===== src/hw/synth_pkg.sv =====
// Purpose: shared constants of the synthesizer control block
// Assumes: registers A..D at indexes 0..3, status read without index
// Notes: the status register has no index, it is the only read target
package synth_pkg;
  localparam int REG_N = 4;
  localparam logic [1:0] PTR_D = 2'h3;
  localparam logic [7:0] RST_A = 8'h0E;
  localparam logic [7:0] RST_B = 8'hA5;
  localparam logic [7:0] RST_C = 8'h38;
  localparam logic [7:0] RST_D = 8'h80;
  // register A fields
  localparam int A_SLEEP = 7;
  localparam int A_PUMP = 5;
  localparam int A_REF_MSB = 3;
  // register B fields
  localparam int B_INV = 4;
  localparam int B_VCO2 = 3;
  localparam int B_VCO1 = 2;
  localparam int B_MAIN_MSB = 1;
  // index byte fields
  localparam int SUB_MASK = 4;
  localparam int SUB_INC = 3;
  localparam int SUB_PTR_MSB = 1;
  // status byte fields
  localparam int ST_NOW = 4;
  localparam int ST_LOCK = 2;
  localparam int ST_DIP = 1;
  localparam int ST_MASK = 0;
  // bus address, upper six bits
  localparam logic [5:0] ADDR_FIXED = 6'h31;
  // dividers
  localparam int MAIN_W = 18;
  localparam int REF_W = 11;
  localparam logic [17:0] MAIN_MIN = 18'h00800;
  localparam logic [10:0] REF_RATIO [16] = '{
    11'h080, 11'h0A0, 11'h0C0, 11'h0F0,
    11'h100, 11'h140, 11'h180, 11'h1E0,
    11'h200, 11'h280, 11'h300, 11'h3C0,
    11'h400, 11'h500, 11'h600, 11'h780};
  // lock detector timing
  localparam int CLK_PERIOD_NS = 4;
  localparam int ERR_LIMIT_NS = 200;
  localparam int ERR_CYC = (ERR_LIMIT_NS + CLK_PERIOD_NS - 1) / CLK_PERIOD_NS;
  localparam logic [5:0] ERR_CYC_W = 6'(ERR_CYC);
  localparam logic [2:0] GOOD_REFS = 3'h6;
endpackage


===== src/hw/serial_bus_if.sv =====
// Purpose: byte level carrier between bus engine and register core
// Assumes: scl and sda already synchronised to core_clk
// Notes: byte_valid and read_done are one-cycle pulses
`timescale 1ns/1ns
interface serial_bus_if;
  logic scl;
  logic sda;
  logic addr_bit;
  logic [7:0] status;
  logic byte_valid;
  logic byte_is_sub;
  logic [7:0] byte_data;
  logic read_done;
  logic sda_oe;
  modport slave(input scl, sda, addr_bit, status,
    output byte_valid, byte_is_sub, byte_data, read_done, sda_oe);
  modport core(output scl, sda, addr_bit, status,
    input byte_valid, byte_is_sub, byte_data, read_done, sda_oe);
endinterface


===== src/hw/two_wire_slave.sv =====
// Purpose: two-wire bus slave, byte framing, ack and status read
// Assumes: bus clock far below core_clk, inputs synchronised
// Notes: one status byte per read; further reads need a new start
`timescale 1ns/1ns
module two_wire_slave (
  // clock and reset
  input wire logic core_clk,
  input wire logic resetn,
  // byte side
  serial_bus_if.slave bus
);
  typedef enum logic [8:0] {
    S_IDLE = 9'h001, S_ADDR = 9'h002, S_ACK_A = 9'h004,
    S_SUB = 9'h008, S_ACK_S = 9'h010, S_WDATA = 9'h020,
    S_ACK_D = 9'h040, S_RDATA = 9'h080, S_RACK = 9'h100
  } link_state_e;
  link_state_e state;
  logic scl_d, sda_d, rw;
  logic [7:0] sh;
  logic [3:0] cnt;
  wire start = bus.scl & scl_d & sda_d & ~bus.sda;
  wire stop = bus.scl & scl_d & ~sda_d & bus.sda;
  wire rise = bus.scl & ~scl_d;
  wire fall = ~bus.scl & scl_d;
  wire full = cnt == 4'h8;
  wire addr_hit = sh[7:1] == {synth_pkg::ADDR_FIXED, bus.addr_bit};

  always_ff @(posedge core_clk or negedge resetn) begin
    if (!resetn) begin
      state <= S_IDLE;
      scl_d <= 1'b1;
      sda_d <= 1'b1;
      rw <= 1'b0;
      sh <= 8'h00;
      cnt <= 4'h0;
      bus.byte_valid <= 1'b0;
      bus.byte_is_sub <= 1'b0;
      bus.byte_data <= 8'h00;
      bus.read_done <= 1'b0;
      bus.sda_oe <= 1'b0;
    end else begin
      scl_d <= bus.scl;
      sda_d <= bus.sda;
      bus.byte_valid <= 1'b0;
      bus.read_done <= 1'b0;
      if (start) begin
        state <= S_ADDR;
        cnt <= 4'h0;
        bus.sda_oe <= 1'b0;
      end else if (stop) begin
        state <= S_IDLE;
        bus.sda_oe <= 1'b0;
      end else begin
        unique case (state)
          S_IDLE: ;
          S_ADDR, S_SUB, S_WDATA: begin
            if (rise) begin
              sh <= {sh[6:0], bus.sda};
              cnt <= cnt + 4'h1;
            end else if (fall && full) begin
              if (state == S_ADDR) begin
                // foreign address: stay silent until next start
                state <= addr_hit ? S_ACK_A : S_IDLE;
                bus.sda_oe <= addr_hit;
                rw <= sh[0];
              end else begin
                // index byte comes first, then data
                bus.byte_valid <= 1'b1;
                bus.byte_is_sub <= state == S_SUB;
                bus.byte_data <= sh;
                bus.sda_oe <= 1'b1;
                state <= state == S_SUB ? S_ACK_S : S_ACK_D;
              end
            end
          end
          S_ACK_A: begin
            if (fall) begin
              cnt <= 4'h0;
              if (rw) begin
                // status goes out right after the address
                bus.sda_oe <= ~bus.status[7];
                sh <= {bus.status[6:0], 1'b0};
                state <= S_RDATA;
              end else begin
                bus.sda_oe <= 1'b0;
                state <= S_SUB;
              end
            end
          end
          S_ACK_S, S_ACK_D: begin
            if (fall) begin
              bus.sda_oe <= 1'b0;
              cnt <= 4'h0;
              state <= S_WDATA;
            end
          end
          S_RDATA: begin
            if (rise) begin
              cnt <= cnt + 4'h1;
            end else if (fall) begin
              if (full) begin
                bus.sda_oe <= 1'b0;
                state <= S_RACK;
              end else begin
                bus.sda_oe <= ~sh[7];
                sh <= {sh[6:0], 1'b0};
              end
            end
          end
          S_RACK: begin
            if (rise) begin
              bus.read_done <= 1'b1;
              state <= S_IDLE;
            end
          end
        endcase
      end
    end
  end
endmodule


===== src/hw/cycle_divider.sv =====
// Purpose: divide a stream of ticks by a programmable ratio
// Assumes: ratio of at least 2, tick at most one cycle wide
// Notes: held at zero while run is low
`timescale 1ns/1ns
module cycle_divider #(
  parameter int W = 8
) (
  // clock and reset
  input wire logic core_clk,
  input wire logic resetn,
  // control
  input wire logic run,
  input wire logic tick,
  input wire logic [W-1:0] ratio,
  // output
  output logic pulse
);
  logic [W-1:0] cnt;
  wire wrap = cnt >= ratio - W'(1);

  always_ff @(posedge core_clk or negedge resetn) begin
    if (!resetn) begin
      cnt <= '0;
      pulse <= 1'b0;
    end else begin
      pulse <= run & tick & wrap;
      if (!run) begin
        cnt <= '0;
      end else if (tick) begin
        cnt <= wrap ? '0 : cnt + W'(1);
      end
    end
  end
endmodule


===== src/hw/synth_serial_control_regs.sv =====
// Purpose: serial control, dividers and lock logic of a channel synthesizer
// Assumes: ref_clk_in is the oscillator, rf_div_in the prescaled RF
// Notes: open-drain pins drive low while their enable is high
// How it works
// - Four-bit reference code picks one of sixteen ratios, 128 to 1920.
// - Normal polarity: slower reference gives DOWN, faster gives UP.
// - Inverted polarity swaps UP and DOWN; pump idle when equal.
// - Write: address, index byte, then any number of data bytes.
// - First data byte goes to register chosen by index bits 1..0.
// - Auto-increment set: pointer advances after every data byte.
// - Auto-increment clear: every data byte hits the same register.
// - Index: pointer bits 1..0, increment bit 3, mask bit 4.
// - Mask bit set keeps the alarm pin released.
// - Answer only when address top six bits are 110001.
// - Seventh address bit is the inverse of the select input.
// - Status read: address with read bit, then one status byte.
// - Lock loss or supply dip pulls alarm low and latches it.
// - A completed status read releases the alarm latch.
// - Status: bit4 lock now, bit2 lock latched, bit1 dip, bit0 mask.
// - Setup controls live in registers A and B.
// - Sleep bit idles dividers and pump; bus keeps working.
// - 18-bit ratio buffered, loaded after D byte at divider output, or at once in sleep.
// - Ratio below 2048 is used plus 2048.
// - Lock lost above 200 ns error, cleared after 6 good references.
// - Register B drives VCO switches; first is low while unlocked.
`timescale 1ns/1ns
module synth_serial_control_regs (
  // clock and reset
  input wire logic core_clk,
  input wire logic resetn,
  // two-wire bus pins
  input wire logic scl_in,
  input wire logic sda_in,
  output logic sda_out,
  output logic sda_oe,
  // straps and monitors
  input wire logic address_select_input,
  input wire logic supply_dip_in,
  // timing inputs
  input wire logic ref_clk_in,
  input wire logic rf_div_in,
  // alarm pin, open drain
  output logic alarm_output,
  output logic alarm_output_oe,
  // vco switches
  output logic vco_switch_first,
  output logic vco_switch_second,
  // charge pump
  output logic pump_up,
  output logic pump_down,
  output logic pump_oe,
  output logic pump_current_select,
  // state seen from outside
  output logic sleep_active,
  output logic [10:0] ref_ratio,
  output logic [17:0] main_ratio
);
  localparam int PIN_N = 6;
  localparam int P_SCL = 0;
  localparam int P_SDA = 1;
  localparam int P_SEL = 2;
  localparam int P_DIP = 3;
  localparam int P_REF = 4;
  localparam int P_RF = 5;

  // pin synchronisers, stage one is read by stage two only
  logic [PIN_N-1:0] sync1, sync2, sync3;
  wire [PIN_N-1:0] pins = {rf_div_in, ref_clk_in, supply_dip_in,
    address_select_input, sda_in, scl_in};

  always_ff @(posedge core_clk or negedge resetn) begin
    if (!resetn) begin
      sync1 <= 6'h03;
      sync2 <= 6'h03;
      sync3 <= 6'h03;
    end else begin
      sync1 <= pins;
      sync2 <= sync1;
      sync3 <= sync2;
    end
  end

  wire ref_tick = sync2[P_REF] & ~sync3[P_REF];
  wire rf_tick = sync2[P_RF] & ~sync3[P_RF];
  wire dip_now = sync2[P_DIP];

  // register file and index state
  logic [7:0] regs [synth_pkg::REG_N];
  logic [1:0] ptr;
  logic autoinc;
  logic mask;
  logic ratio_pending;
  logic lock_now, lock_latched, dip_latched, alarm_latch;

  serial_bus_if bus ();

  assign bus.scl = sync2[P_SCL];
  assign bus.sda = sync2[P_SDA];
  assign bus.addr_bit = ~sync2[P_SEL];
  assign bus.status = {3'h0, lock_now, 1'b0, lock_latched, dip_latched,
    mask};

  two_wire_slave u_slave (
    .core_clk(core_clk),
    .resetn(resetn),
    .bus(bus)
  );

  wire wr_sub = bus.byte_valid & bus.byte_is_sub;
  wire wr_data = bus.byte_valid & ~bus.byte_is_sub;

  always_ff @(posedge core_clk or negedge resetn) begin
    if (!resetn) begin
      regs[0] <= synth_pkg::RST_A;
      regs[1] <= synth_pkg::RST_B;
      regs[2] <= synth_pkg::RST_C;
      regs[3] <= synth_pkg::RST_D;
      ptr <= 2'h0;
      autoinc <= 1'b0;
      mask <= 1'b0;
    end else if (wr_sub) begin
      // unused index bits 7..5 and 2 are dropped
      ptr <= bus.byte_data[synth_pkg::SUB_PTR_MSB:0];
      autoinc <= bus.byte_data[synth_pkg::SUB_INC];
      mask <= bus.byte_data[synth_pkg::SUB_MASK];
    end else if (wr_data) begin
      regs[ptr] <= bus.byte_data;
      // two-bit pointer rolls D to A by itself
      if (autoinc) begin
        ptr <= ptr + 2'h1;
      end
      // without autoinc ptr is left alone
    end
  end

  // setup fields from A and B, main ratio from B, C and D
  wire [7:0] reg_a = regs[0];
  wire [7:0] reg_b = regs[1];
  wire sleep = reg_a[synth_pkg::A_SLEEP];
  wire invert = reg_b[synth_pkg::B_INV];
  wire [3:0] ref_code = reg_a[synth_pkg::A_REF_MSB:0];
  wire [10:0] ref_sel = synth_pkg::REF_RATIO[ref_code];
  wire [17:0] main_buf = {reg_b[synth_pkg::B_MAIN_MSB:0], regs[2], regs[3]};
  wire [17:0] main_eff = main_buf < synth_pkg::MAIN_MIN ?
    main_buf + synth_pkg::MAIN_MIN : main_buf;

  // ratio buffer: take effect at the divider boundary, or at once in sleep
  logic ref_pulse, var_pulse;
  logic [17:0] main_active;
  wire d_written = wr_data & (ptr == synth_pkg::PTR_D);

  always_ff @(posedge core_clk or negedge resetn) begin
    if (!resetn) begin
      ratio_pending <= 1'b0;
      main_active <= {synth_pkg::RST_B[synth_pkg::B_MAIN_MSB:0],
        synth_pkg::RST_C, synth_pkg::RST_D};
    end else begin
      // a D write in the load cycle keeps the flag
      if (d_written) begin
        ratio_pending <= 1'b1;
      end else if (ratio_pending && (var_pulse || sleep)) begin
        ratio_pending <= 1'b0;
      end
      if (ratio_pending && (var_pulse || sleep)) begin
        main_active <= main_eff;
      end
    end
  end

  cycle_divider #(.W(synth_pkg::REF_W)) u_ref_div (
    .core_clk(core_clk),
    .resetn(resetn),
    .run(~sleep),
    .tick(ref_tick),
    .ratio(ref_sel),
    .pulse(ref_pulse)
  );

  cycle_divider #(.W(synth_pkg::MAIN_W)) u_main_div (
    .core_clk(core_clk),
    .resetn(resetn),
    .run(~sleep),
    .tick(rf_tick),
    .ratio(main_active),
    .pulse(var_pulse)
  );

  // phase-frequency detector, the pair clears when both are up
  logic lead_ref, lead_var;
  wire both = (lead_ref | ref_pulse) & (lead_var | var_pulse);

  always_ff @(posedge core_clk or negedge resetn) begin
    if (!resetn) begin
      lead_ref <= 1'b0;
      lead_var <= 1'b0;
    end else if (sleep || both) begin
      lead_ref <= 1'b0;
      lead_var <= 1'b0;
    end else begin
      lead_ref <= lead_ref | ref_pulse;
      lead_var <= lead_var | var_pulse;
    end
  end

  wire next_up = invert ? lead_var : lead_ref;
  wire next_down = invert ? lead_ref : lead_var;
  wire err_active = lead_ref | lead_var;

  // lock detector: error length counted in core cycles
  logic [5:0] err_cnt;
  logic [2:0] good_cnt;
  logic period_bad;
  wire err_long = err_cnt >= synth_pkg::ERR_CYC_W;

  always_ff @(posedge core_clk or negedge resetn) begin
    if (!resetn) begin
      err_cnt <= 6'h00;
      good_cnt <= 3'h0;
      period_bad <= 1'b0;
      lock_now <= 1'b0;
    end else begin
      if (!err_active) begin
        err_cnt <= 6'h00;
      end else if (!err_long) begin
        err_cnt <= err_cnt + 6'h01;
      end
      if (err_long) begin
        lock_now <= 1'b1;
        good_cnt <= 3'h0;
        period_bad <= 1'b1;
      end else if (ref_pulse) begin
        period_bad <= 1'b0;
        if (period_bad) begin
          good_cnt <= 3'h0;
        end else if (good_cnt + 3'h1 >= synth_pkg::GOOD_REFS) begin
          good_cnt <= 3'h0;
          lock_now <= 1'b0;
        end else if (lock_now) begin
          good_cnt <= good_cnt + 3'h1;
        end
      end
    end
  end

  // alarm and latched status; a new event beats a read clear
  logic lock_now_d;
  wire lock_rise = lock_now & ~lock_now_d;

  always_ff @(posedge core_clk or negedge resetn) begin
    if (!resetn) begin
      lock_now_d <= 1'b0;
      lock_latched <= 1'b0;
      dip_latched <= 1'b0;
      alarm_latch <= 1'b0;
    end else begin
      lock_now_d <= lock_now;
      if (lock_now) begin
        lock_latched <= 1'b1;
      end else if (bus.read_done) begin
        lock_latched <= 1'b0;
      end
      if (dip_now) begin
        dip_latched <= 1'b1;
      end else if (bus.read_done) begin
        dip_latched <= 1'b0;
      end
      if (lock_rise || dip_now) begin
        alarm_latch <= 1'b1;
      end else if (bus.read_done) begin
        alarm_latch <= 1'b0;
      end
    end
  end

  // output stage, every pin from a flop
  always_ff @(posedge core_clk or negedge resetn) begin
    if (!resetn) begin
      sda_out <= 1'b0;
      sda_oe <= 1'b0;
      alarm_output <= 1'b0;
      alarm_output_oe <= 1'b0;
      vco_switch_first <= 1'b0;
      vco_switch_second <= 1'b0;
      pump_up <= 1'b0;
      pump_down <= 1'b0;
      pump_oe <= 1'b0;
      pump_current_select <= 1'b0;
      sleep_active <= 1'b0;
      ref_ratio <= 11'h000;
      main_ratio <= 18'h00000;
    end else begin
      sda_out <= 1'b0;
      sda_oe <= bus.sda_oe;
      alarm_output <= 1'b0;
      alarm_output_oe <= alarm_latch & ~mask;
      vco_switch_first <= reg_b[synth_pkg::B_VCO1] & ~lock_now;
      vco_switch_second <= reg_b[synth_pkg::B_VCO2];
      pump_up <= next_up;
      pump_down <= next_down;
      // pump floats when neither side leads
      pump_oe <= next_up | next_down;
      pump_current_select <= reg_a[synth_pkg::A_PUMP];
      sleep_active <= sleep;
      ref_ratio <= ref_sel;
      main_ratio <= main_active;
    end
  end
endmodule


===== config.mk =====
export PLATFORM = sky130hd
export DESIGN_NAME = synth_serial_control_regs
export DESIGN_NICKNAME = d
export VERILOG_FILES = /design/src/hw/synth_pkg.sv /design/src/hw/serial_bus_if.sv /design/src/hw/two_wire_slave.sv /design/src/hw/cycle_divider.sv /design/src/hw/synth_serial_control_regs.sv
export SDC_FILE = /design/constraint.sdc
export NUM_CORES = 1
export LEC_CHECK = 0
export ABC_AREA = 1
export BUFFER_PORTS_ARGS = -buffer_cell sky130_fd_sc_hd__buf_2
export CAP_MARGIN = 20
export CORE_MARGIN = 3
export CORE_UTILIZATION = 30
export CTS_CLUSTER_DIAMETER = 80
export CTS_CLUSTER_SIZE = 24
export DETAILED_ROUTE_END_ITERATION = 16
export GPL_ROUTABILITY_DRIVEN = 0
export PLACE_DENSITY_LB_ADDON = 0.3
export SLEW_MARGIN = 0
export SYNTH_ARGS = -nofsm -noshare
export SYNTH_HDL_FRONTEND = slang
export SYNTH_SLANG_ARGS = --single-unit

===== constraint.sdc =====
create_clock -name core_clk -period 4.6 [get_ports core_clk]
set_input_delay 0.46 -clock core_clk [delete_from_list [all_inputs] [get_ports core_clk]]
set_output_delay 0.46 -clock core_clk [all_outputs]
set_load 0.01 [all_outputs]

==> impl_metrics.ini, run 1 <==
[clocking]
cts_htree_levels = 4
hold_buffers = 0
post-cts-setup-buffer-count = 0
insertion_delay_to_the_later_sink_of_the_worst_skew_pair_ns = 0.43
cts_inserted_buffers = 17
cts_num_sinks = 182
post_cts_resized = 0
maximum_number_of_buffers_from_clock_root_to_sink = 2
path_clk_slew_ns = 0.08
ctsRootBufferMaster = sky130_fd_sc_hd__clkbuf_16
cts_tree = yes

[synth]
post-synth-top-area-cell = sky130_fd_sc_hd__dfrtp_1
ys_ff_latch = 182
synthTopCellsByArea = sky130_fd_sc_hd__dfrtp_1 (44%), sky130_fd_sc_hd__nand2_1 (11%), sky130_fd_sc_hd__inv_1 (6.1%), sky130_fd_sc_hd__dfstp_2 (6.0%), sky130_fd_sc_hd__ha_1 (5.4%)
synth.cell_area_um2 = 9260
synth_top_cell_area_share_pct = 43.5
synth_sequential_area_ratio_pct = 49.5
synth_enable_flop_cells = 0
synthCells = 1120
synth_top_flop_cell = sky130_fd_sc_hd__dfrtp_1
async_flop_share_pct = 100
synth-warning-count = 0
post_synth.cell_area_avg_um2 = 8.26
ys_types = 45

[placed_design]
dpl_cell_area_um2 = 9900
port_buffers = 41
post-dp-hpwl_um = 15100
place_worst_setup_slack_ns = 1.26

[grt]
grt_pass1_wl_um = 35200
initial_antenna_violation_count = 0
grt-ovfl-total = 0
grt_max_degree = 104
vias_in_the_first_global_route = 6945
global_route.usage.total_pct = 13.0

[final_layout]
layout_common_cells = sky130_fd_sc_hd__nand2_1 (266), sky130_fd_sc_hd__dfrtp_1 (161), sky130_fd_sc_hd__inv_1 (151)
area_added_between_synthesis_and_finish_pct = 13.4
layout_commonest_cell = sky130_fd_sc_hd__nand2_1
final_net_count = 1216
drive_gt1_share_pct = 11.6
design_area_um2 = 10500
number_of_antenna_repair_diodes = 0

[sta]
timing_worst_slew_pin_value_ns = 0.990
timing.max_slew.rel_slack_pct = 34.0
finalWorstSetupSlack_ns = 1.33
layout_worst_path_cycle_share_pct = 71.0
final-max-slew-violation-count = 0
final-setup-viol-count = 0
final_period_minus_worst_setup_slack_ns = 3.27
max_freq_mhz = 306
grt_setup_unrepaired = no
clock_skew_ns = 0.0155
hold_viol = 0
totalNegativeSetupSlack_ns = 0

[drt]
wl_per_cell_um = 13.2
first_pass_iters = 5
drt_iter0_markers = 487
post-route-drc-count = 0
total_number_of_vias = 7176
avgViaCountPerCell = 4.57
antenna_left = 0
routed_wl_um = 20800

[die]
die_w_um = 182
pin_count = 48
floorplan.rows = 63
die_area_um2 = 33000
die-height_um = 182
start_util_pct = 30.8
placeable_core_region_um2 = 30000

[worst_setup_path]
worst_path_max_delay_cell = sky130_fd_sc_hd__nand4_2
timing.critical_path.mode_cell = sky130_fd_sc_hd__inv_1
worst-path-buf-inv = 5
timing.critical_path.cells = inv_1 -> ha_1 -> inv_1 -> nor2_1 -> inv_1 -> nor2_1 -> nand3_1 -> nor2_1 -> nand3_1 -> xnor2_1 -> inv_1 -> ha_1 -> nand2_1 -> inv_1 -> nand2_1 -> nor3_1 -> o211ai_1 -> nand4_2 -> o21bai_1
worst-endpoint-arrival_ns = 3.61
endpoint_kind = register
cp_max_fo = 19
cp_data_required_time_ns = 4.94
path_delay_family = simple AND/OR/NAND/NOR gates
path_class = register to register
critPathMaxStageDelay_ns = 0.48
type_of_origin_of_the_critical_path = register

[status]
status = finished, final reports clean

[power]
power_density_nw_per_um2 = 386
cellLeakagePower_nw = 5.42
vdd_drop_max_v = 0.000276

[job]
max_cap_violations = 0

[min_path]
min_path_type = input pin to asynchronous set/reset pin
==> final cells by class <==
type                            count  area, um^2
Clock buffer                       18         439
Clock inverter                     14         158
Fill cell                        3080       19500
Inverter                          155         583
Multi-Input combinational cell    767        4000
Sequential cell                   182        4580
Tap cell                          390         488
Timing Repair Buffer               45         244
==> registers in the layout (all words and copies together) (netlist names), 7 cells and up <==
| register | count |
|---|---|
| main_active | 18 |
| u_slave.bus.byte_data | 8 |
| u_slave.state | 9 |
| u_slave.sh | 8 |
| main_buf | 16 |
| ref_ratio | 7 |
| u_main_div.cnt | 18 |
| u_ref_div.cnt | 11 |
| main_ratio | 18 |
==> path summary, 6_finish.rpt <==
kind | start | end | slack [ns] | depth (start not counted)
setup / recovery | main_active[0] | u_main_div.cnt[14] | 1.33 | 19
hold / removal | resetn | u_main_div.cnt[8] | 0.06 | 1
setup reg to reg | main_active[0] | u_main_div.cnt[14] | 1.33 | 19
hold reg to reg | sync1[2] | sync2[2] | 0.35 | 0
max in group asynchronous | resetn | sync3[1] | 3.40 | 2
min in group core_clk | sda_in | sync1[1] | 0.12 | 1
==> synthesized netlist by cell type (10+ instances only) <==
cell type and count:
sky130_fd_sc_hd__nor3_1 26, sky130_fd_sc_hd__xor2_1 19, sky130_fd_sc_hd__dfrtp_1 161, sky130_fd_sc_hd__o21ai_1 10, sky130_fd_sc_hd__nor2_1 125, sky130_fd_sc_hd__ha_1 40, sky130_fd_sc_hd__dfstp_2 21, sky130_fd_sc_hd__clkbuf_1 11
sky130_fd_sc_hd__o21ai_0 73, sky130_fd_sc_hd__o21bai_1 19, sky130_fd_sc_hd__inv_1 151, sky130_fd_sc_hd__nand4_1 18, sky130_fd_sc_hd__nand2_1 266, sky130_fd_sc_hd__a21oi_1 24, sky130_fd_sc_hd__nand3_1 76
==> logic make-up (layout without fill, tap and decap cells) <==
kind of cell	after synthesis	in the layout	synth area share (%)
adders and majority gates	40	40	5.41
DFF	182	182	49.5
other	1	6	0.0405
AOI/OAI and AO/OA	144	144	8.79
and+or+nand+nor	551	551	26.3
buffers and inverters	176	232	7.54
xor gates and xnor gates	26	26	2.46
==> power breakdown <==
part / switching, mW / leakage, nW / internal (mW)
logic: 0.506 / 2.74 / 0.242
registers: 0.104 / 2.39 / 1.71
clock network: 0.696 / 0.291 / 0.790
total: 1.31 / 5.42 / 2.74
==> metal layers <==
layer / routed length (um) / global-route usage, % / share of wire, %
met2: 9510 / 20.8 / 46
met1: 10300 / 17.8 / 50
met5: 0 / 0 / 0
met4: 310 / 3.69 / 1.5
met3: 635 / 2.76 / 3.1
==> metrics by stage <==
stage	power [mW]	std cells	hold WS (ns)	util [%]
after floorplan	2.40	1125	0.164	-
after detailed placement	2.59	1539	0.335	33.0
final	4.05	1571	0.0612	34.9
after global placement	2.59	1539	0.333	33.0
after CTS	4.10	1571	0.0970	34.9
after global routing	4.30	1571	0.101	34.9
No activity file was read; power rests on OpenSTA's default activity.
==> run 2, diff against run 1 <==
clock period = 2.8 ns   (was 4.6 ns; I/O delays follow)
==> run 2 against run 1 <==
Against the previous run: power up 63%; register-to-register slack worse by 1.3 ns; routed wire length up 4.0%; via count up 2.8%; critical path type unchanged; clock-buffer cell count up 2; critical endpoint is now u_main_div.cnt[6].
==> impl_metrics.ini, run 2 (synthesized netlist as in run 1, its figures left out) <==
[grt]
grt-ovfl-total = 0
global_route.usage.total_pct = 13.3
grt_pass1_wl_um = 36200
vias_in_the_first_global_route = 7227
initial_antenna_violation_count = 0
grt_max_degree = 68

[final_layout]
final_net_count = 1256
number_of_antenna_repair_diodes = 0
largest_registers_in_the_final_layout = main_active x18, main_ratio x18, u_main_div.cnt x18
area_added_between_synthesis_and_finish_pct = 18.6
layout_common_cells = sky130_fd_sc_hd__nand2_1 (261), sky130_fd_sc_hd__dfrtp_1 (159), sky130_fd_sc_hd__inv_1 (144)
layout_commonest_cell = sky130_fd_sc_hd__nand2_1
share_of_the_core_filled_with_cells_pct = 36.6
drive_gt1_share_pct = 16.7

[power]
vdd_drop_max_v = 0.000429
p_int_mw = 4.49
power.switching_mw = 2.09
clock_power_share_pct = 35.8
comb_power_share_pct = 19.0
power_density_nw_per_um2 = 599
cellLeakagePower_nw = 5.62
pnr_total_power_mw = 6.58
proportion_of_power_drawn_by_flip_flops_and_latches_pct = 45.2
switching_share_of_power_pct = 31.8

[drt]
wl_per_cell_um = 13.4
drt_iter0_markers = 425
antenna_left = 0
total_number_of_vias = 7377
avgViaCountPerCell = 4.58
first_pass_iters = 5
post-route-drc-count = 0
routed_wl_um = 21600

[clocking]
maximum_number_of_buffers_from_clock_root_to_sink = 2
cts_htree_levels = 4
insertion_delay_to_the_later_sink_of_the_worst_skew_pair_ns = 0.43
cts_num_sinks = 182
path_clk_slew_ns = 0.07
cts_tree = yes
ctsRootBufferMaster = sky130_fd_sc_hd__clkbuf_16
cts_inserted_buffers = 17

[sta]
final_period_minus_worst_setup_slack_ns = 2.77
clock_skew_ns = 0.0140
final-setup-viol-count = 0
max_freq_mhz = 362
grt_setup_unrepaired = yes
timing_worst_slew_pin_value_ns = 0.823
hold_viol = 0
final-max-slew-violation-count = 0
timing.max_slew.rel_slack_pct = 45.1
layout_worst_path_cycle_share_pct = 98.8

[min_path]
min_path_cells = 0
worst_hold_startpoint = sync1[3]
min_path_type = register to register

[die]
floorplan.rows = 63
die_w_um = 182
pin_count = 48
die-height_um = 182
die_area_um2 = 33000
placeable_core_region_um2 = 30000
start_util_pct = 30.8

[status]
status = finished, final reports clean

[worst_setup_path]
crit_path_start = main_active[4]
setup.reg_to_reg.worst_slack_ns = 0.03
worst-endpoint-arrival_ns = 3.08
endpoint_kind = register
path_class = register to register
type_of_origin_of_the_critical_path = register
cp_data_required_time_ns = 3.12
reg2reg_from = main_active[4]
path_depth_of_the_worst_reg2reg_path = 18
cp_max_fo = 6

[placed_design]
port_buffers = 41
post-dp-hpwl_um = 15500

[job]
max_cap_violations = 0
-- run 2: cell types whose count changed in the layout (fill, tap and decap cells not counted), moves of 5 or more --
cell / previous run / this run
sky130_fd_sc_hd__nor2_2: 6 / 14
sky130_fd_sc_hd__inv_1: 151 / 144
sky130_fd_sc_hd__nand2_2: 8 / 13
sky130_fd_sc_hd__inv_2: 3 / 10
sky130_fd_sc_hd__dlygate4sd3_1: 0 / 7
sky130_fd_sc_hd__buf_4: 4 / 33
sky130_fd_sc_hd__nand2_1: 266 / 261
sky130_fd_sc_hd__nor2_4: 4 / 9
sky130_fd_sc_hd__nor2_1: 125 / 112
-- run 2: through the flow --
step / setup TNS, ns / hold WS (ns) / area, um^2 / worst slack [ns] / std cells
after floorplan: 0 / -0.0156 / 9280 / 0.0124 / 1125
after global placement: -0.0712 / 0.313 / 10100 / -0.0127 / 1563
after detailed placement: -0.527 / 0.320 / 10100 / -0.0361 / 1563
after CTS: 0 / 0.352 / 10700 / 0.00477 / 1602
after global routing: -2.99 / 0.364 / 11000 / -0.173 / 1611
final: 0 / 0.354 / 11000 / 0.0338 / 1611
-- run 2: worst max-delay path: stages, from the launching register on --
cell	delay (ns)
sky130_fd_sc_hd__dfrtp_1	0.41
sky130_fd_sc_hd__buf_4	0.16
sky130_fd_sc_hd__nor2_1	0.14
sky130_fd_sc_hd__nand2_1	0.11
sky130_fd_sc_hd__nor2_4	0.10
sky130_fd_sc_hd__nand3_2	0.08
sky130_fd_sc_hd__nor2_1	0.12
sky130_fd_sc_hd__nand3_1	0.10
sky130_fd_sc_hd__xnor2_1	0.16
sky130_fd_sc_hd__inv_1	0.09
sky130_fd_sc_hd__ha_4	0.27
sky130_fd_sc_hd__nand2_2	0.06
sky130_fd_sc_hd__inv_2	0.05
sky130_fd_sc_hd__nand2_2	0.05
sky130_fd_sc_hd__nor3_2	0.19
sky130_fd_sc_hd__o211ai_1	0.16
sky130_fd_sc_hd__nand4_4	0.15
sky130_fd_sc_hd__clkbuf_16	0.17
sky130_fd_sc_hd__o21bai_1	0.06
-- run 2: worst paths after layout --
| kind | end |
|---|---|
| max | u_main_div.cnt[6] |
| min | sync2[3] |
| max reg2reg | u_main_div.cnt[6] |
| min reg2reg | sync2[3] |
| max in group asynchronous | sync3[1] |
| min in group asynchronous | u_main_div.cnt[11] |
-- run 2: routing by layer --
| layer | track usage, % | vias up | part of all wire (%) | wire (um) |
|---|---|---|---|---|
| met5 | 0 | - | 0 | 0 |
| met4 | 3.66 | 0 | 1.6 | 348 |
| met3 | 2.92 | 22 | 3.1 | 667 |
| met2 | 21.1 | 127 | 46 | 9930 |
| met1 | 18.5 | 3462 | 49 | 10700 |
| li1 | - | 3766 | - | - |
-- run 2: timing repair --
item / 4_1_cts / 5_1_grt
hold buffers: 7 / 0
setup buffers: 0 / 8
pin swaps: 0 / 19
endpoints found under the setup margin: 19 / 31
endpoints found under the hold margin: 65 / 0
gates resized for setup: 2 / 44
cloned: 0 / 1
-- run 2: power groups by stage --
stage               Sequential [mW]  Combinational (mW)  Clock [mW]
floorplan                      2.98               0.962           0
global placement               3.02                1.23           0
detailed placement             3.02                1.24           0
CTS                            2.98                1.26        2.44
global route                   3.01                1.45        2.53
finish                         2.98                1.25        2.35
-- run 2: area by class of cell --
type,instances,area (um^2)
fillers,3098,19100
flip-flops and latches,182,4580
multi-input cells,767,4150
repair buffers,85,608
inverters,155,583
well taps,390,488
clock buffers,20,447
clock inverters,12,119
==> run 3, diff against run 2 <==
CTS_BUF_LIST = sky130_fd_sc_hd__clkbuf_8   (was not set)
==> run 3 against run 2 <==
Against the previous run: utilization shrank 0.63 points; worst setup slack lost 0.0055 ns; final area shrank 1.7%; via count shrank 1.1%; highest routed layer unchanged.
==> impl_metrics.ini, run 3 (synthesized netlist as in run 1, its figures left out) <==
[status]
status = finished, final reports clean

[final_layout]
largest_registers_in_the_final_layout = main_active x18, main_ratio x18, u_main_div.cnt x18
final_cells = 1611
layout_common_cells = sky130_fd_sc_hd__nand2_1 (261), sky130_fd_sc_hd__dfrtp_1 (159), sky130_fd_sc_hd__inv_1 (146)
final_net_count = 1256
area_added_between_synthesis_and_finish_pct = 16.6
final.fill_count = 3102
layout_commonest_cell = sky130_fd_sc_hd__nand2_1
number_of_antenna_repair_diodes = 0
drive_gt1_share_pct = 16.7

[grt]
grt_pass1_wl_um = 36100
grt-ovfl-total = 0
gr-usage-met1_pct = 18.5
grt.met3_usage_pct = 2.92
vias_in_the_first_global_route = 7180
grt_util_met2_pct = 21.1
grt_max_degree = 68
global_route.usage.total_pct = 13.3
initial_antenna_violation_count = 0
top_usage_layer = met2

[worst_setup_path]
path_class = register to register
cp_data_required_time_ns = 3.19
type_of_origin_of_the_critical_path = register
cp_max_fo = 7
worst-endpoint-arrival_ns = 3.16
endpoint_kind = register

[clocking]
path_clk_slew_ns = 0.10
cts_inserted_buffers = 17
cts_tree = yes
insertion_delay_to_the_later_sink_of_the_worst_skew_pair_ns = 0.47
ctsRootBufferMaster = sky130_fd_sc_hd__clkbuf_8
maximum_number_of_buffers_from_clock_root_to_sink = 2
cts_num_sinks = 182
cts_htree_levels = 4

[drt]
antenna_left = 0
drt_iter0_markers = 407
post-route-drc-count = 0
total_number_of_vias = 7293
first_pass_iters = 6
wl_per_cell_um = 13.3
routed_wl_um = 21500
avgViaCountPerCell = 4.53

[sta]
timing.max_slew.rel_slack_pct = 45.9
final-setup-viol-count = 0
final_period_minus_worst_setup_slack_ns = 2.77
finalWorstSetupSlack_ns = 0.0283
grt_setup_unrepaired = yes
max_freq_mhz = 361
final-max-slew-violation-count = 0
layout_worst_path_cycle_share_pct = 99.0
hold_viol = 0
totalNegativeSetupSlack_ns = 0
timing_worst_slew_pin_value_ns = 0.811
clock_skew_ns = 0.0172

[power]
vdd_drop_max_v = 0.000304
cellLeakagePower_nw = 5.55
pnr_total_power_mw = 5.97
power_density_nw_per_um2 = 553

[placed_design]
port_buffers = 41
place.detailed.instances = 1563
post-dp-hpwl_um = 15500
place_worst_setup_slack_ns = -0.0361

[die]
placeable_core_region_um2 = 30000
die_area_um2 = 33000
pin_count = 48
die_w_um = 182
floorplan.rows = 63
start_util_pct = 30.8
die-height_um = 182

[job]
max_cap_violations = 0

[min_path]
min_path_type = input pin to asynchronous set/reset pin
-- run 3: changes by cell type in the layout (fill, tap and decap cells not counted), sizes merged --
cell and change:
inv +2, clkbuf -2
-- run 3: metal layers --
metal | vias to the layer above | wire length (um)
met5 | - | 0
met4 | 0 | 334
met3 | 19 | 632
met2 | 111 | 9840
met1 | 3396 | 10700
li1 | 3767 | -
-- run 3: cell type report --
| class | instances | area, um^2 | share of cell area (%) |
|---|---|---|---|
| clock buffer | 18 | 248 | 2.30 |
| clock inverter | 14 | 126 | 1.17 |
| inverter | 155 | 583 | 5.40 |
| multi-input combinational | 767 | 4160 | 38.5 |
| sequential | 182 | 4580 | 42.5 |
| tap | 390 | 488 | 4.52 |
| timing repair buffer | 85 | 608 | 5.63 |
-- run 3: worst max-delay path, cell delays in order, from the launching register on --
cell                       delay (ns)
sky130_fd_sc_hd__dfrtp_2         0.46
sky130_fd_sc_hd__nor2_2          0.16
sky130_fd_sc_hd__nand2_2         0.10
sky130_fd_sc_hd__nor2_4          0.11
sky130_fd_sc_hd__nand4_1         0.13
sky130_fd_sc_hd__nor2_2          0.18
sky130_fd_sc_hd__buf_4           0.13
sky130_fd_sc_hd__xor2_1          0.14
sky130_fd_sc_hd__inv_1           0.08
sky130_fd_sc_hd__ha_4            0.22
sky130_fd_sc_hd__nand2_2         0.07
sky130_fd_sc_hd__inv_1           0.07
sky130_fd_sc_hd__o21ai_2         0.06
sky130_fd_sc_hd__a21oi_1         0.08
sky130_fd_sc_hd__nor2_1          0.19
sky130_fd_sc_hd__nand4_4         0.19
sky130_fd_sc_hd__buf_12          0.19
sky130_fd_sc_hd__o21bai_1        0.14
-- run 3: final timing paths --
kind,slack [ns],end,cells after the start,startpoint
setup reg to reg,0.03,u_main_div.cnt[15],17,main_active[2]
hold / removal,0.36,u_main_div.cnt[11],2,resetn
min in group core_clk,0.36,sync2[3],0,sync1[3]
hold reg to reg,0.36,sync2[3],0,sync1[3]
max in group asynchronous,1.62,sync3[1],3,resetn
setup / recovery,0.03,u_main_div.cnt[15],17,main_active[2]
-- run 3: timing repair --
item,4_1_cts,5_1_grt
endpoints found under the hold margin,65,0
pin swaps,0,23
setup buffers,0,8
cloned,0,1
hold buffers,7,0
gates resized for setup,2,44
endpoints found under the setup margin,19,31
-- run 3: per-stage QoR --
stage / utilization, % / hold slack, ns / instance area, um^2
after global routing: 35.9 / 0.369 / 10800
after global placement: 33.6 / 0.313 / 10100
after floorplan: - / -0.0156 / 9280
after detailed placement: 33.6 / 0.320 / 10100
final: 35.9 / 0.360 / 10800
after CTS: 35.1 / 0.357 / 10500
-- run 3: power by group --
| group | switching, mW | internal, mW | leakage (nW) |
|---|---|---|---|
| registers | 0.167 | 2.80 | 2.38 |
| logic | 0.840 | 0.409 | 2.97 |
| clock network | 1.01 | 0.740 | 0.200 |
| total | 2.01 | 3.95 | 5.55 |
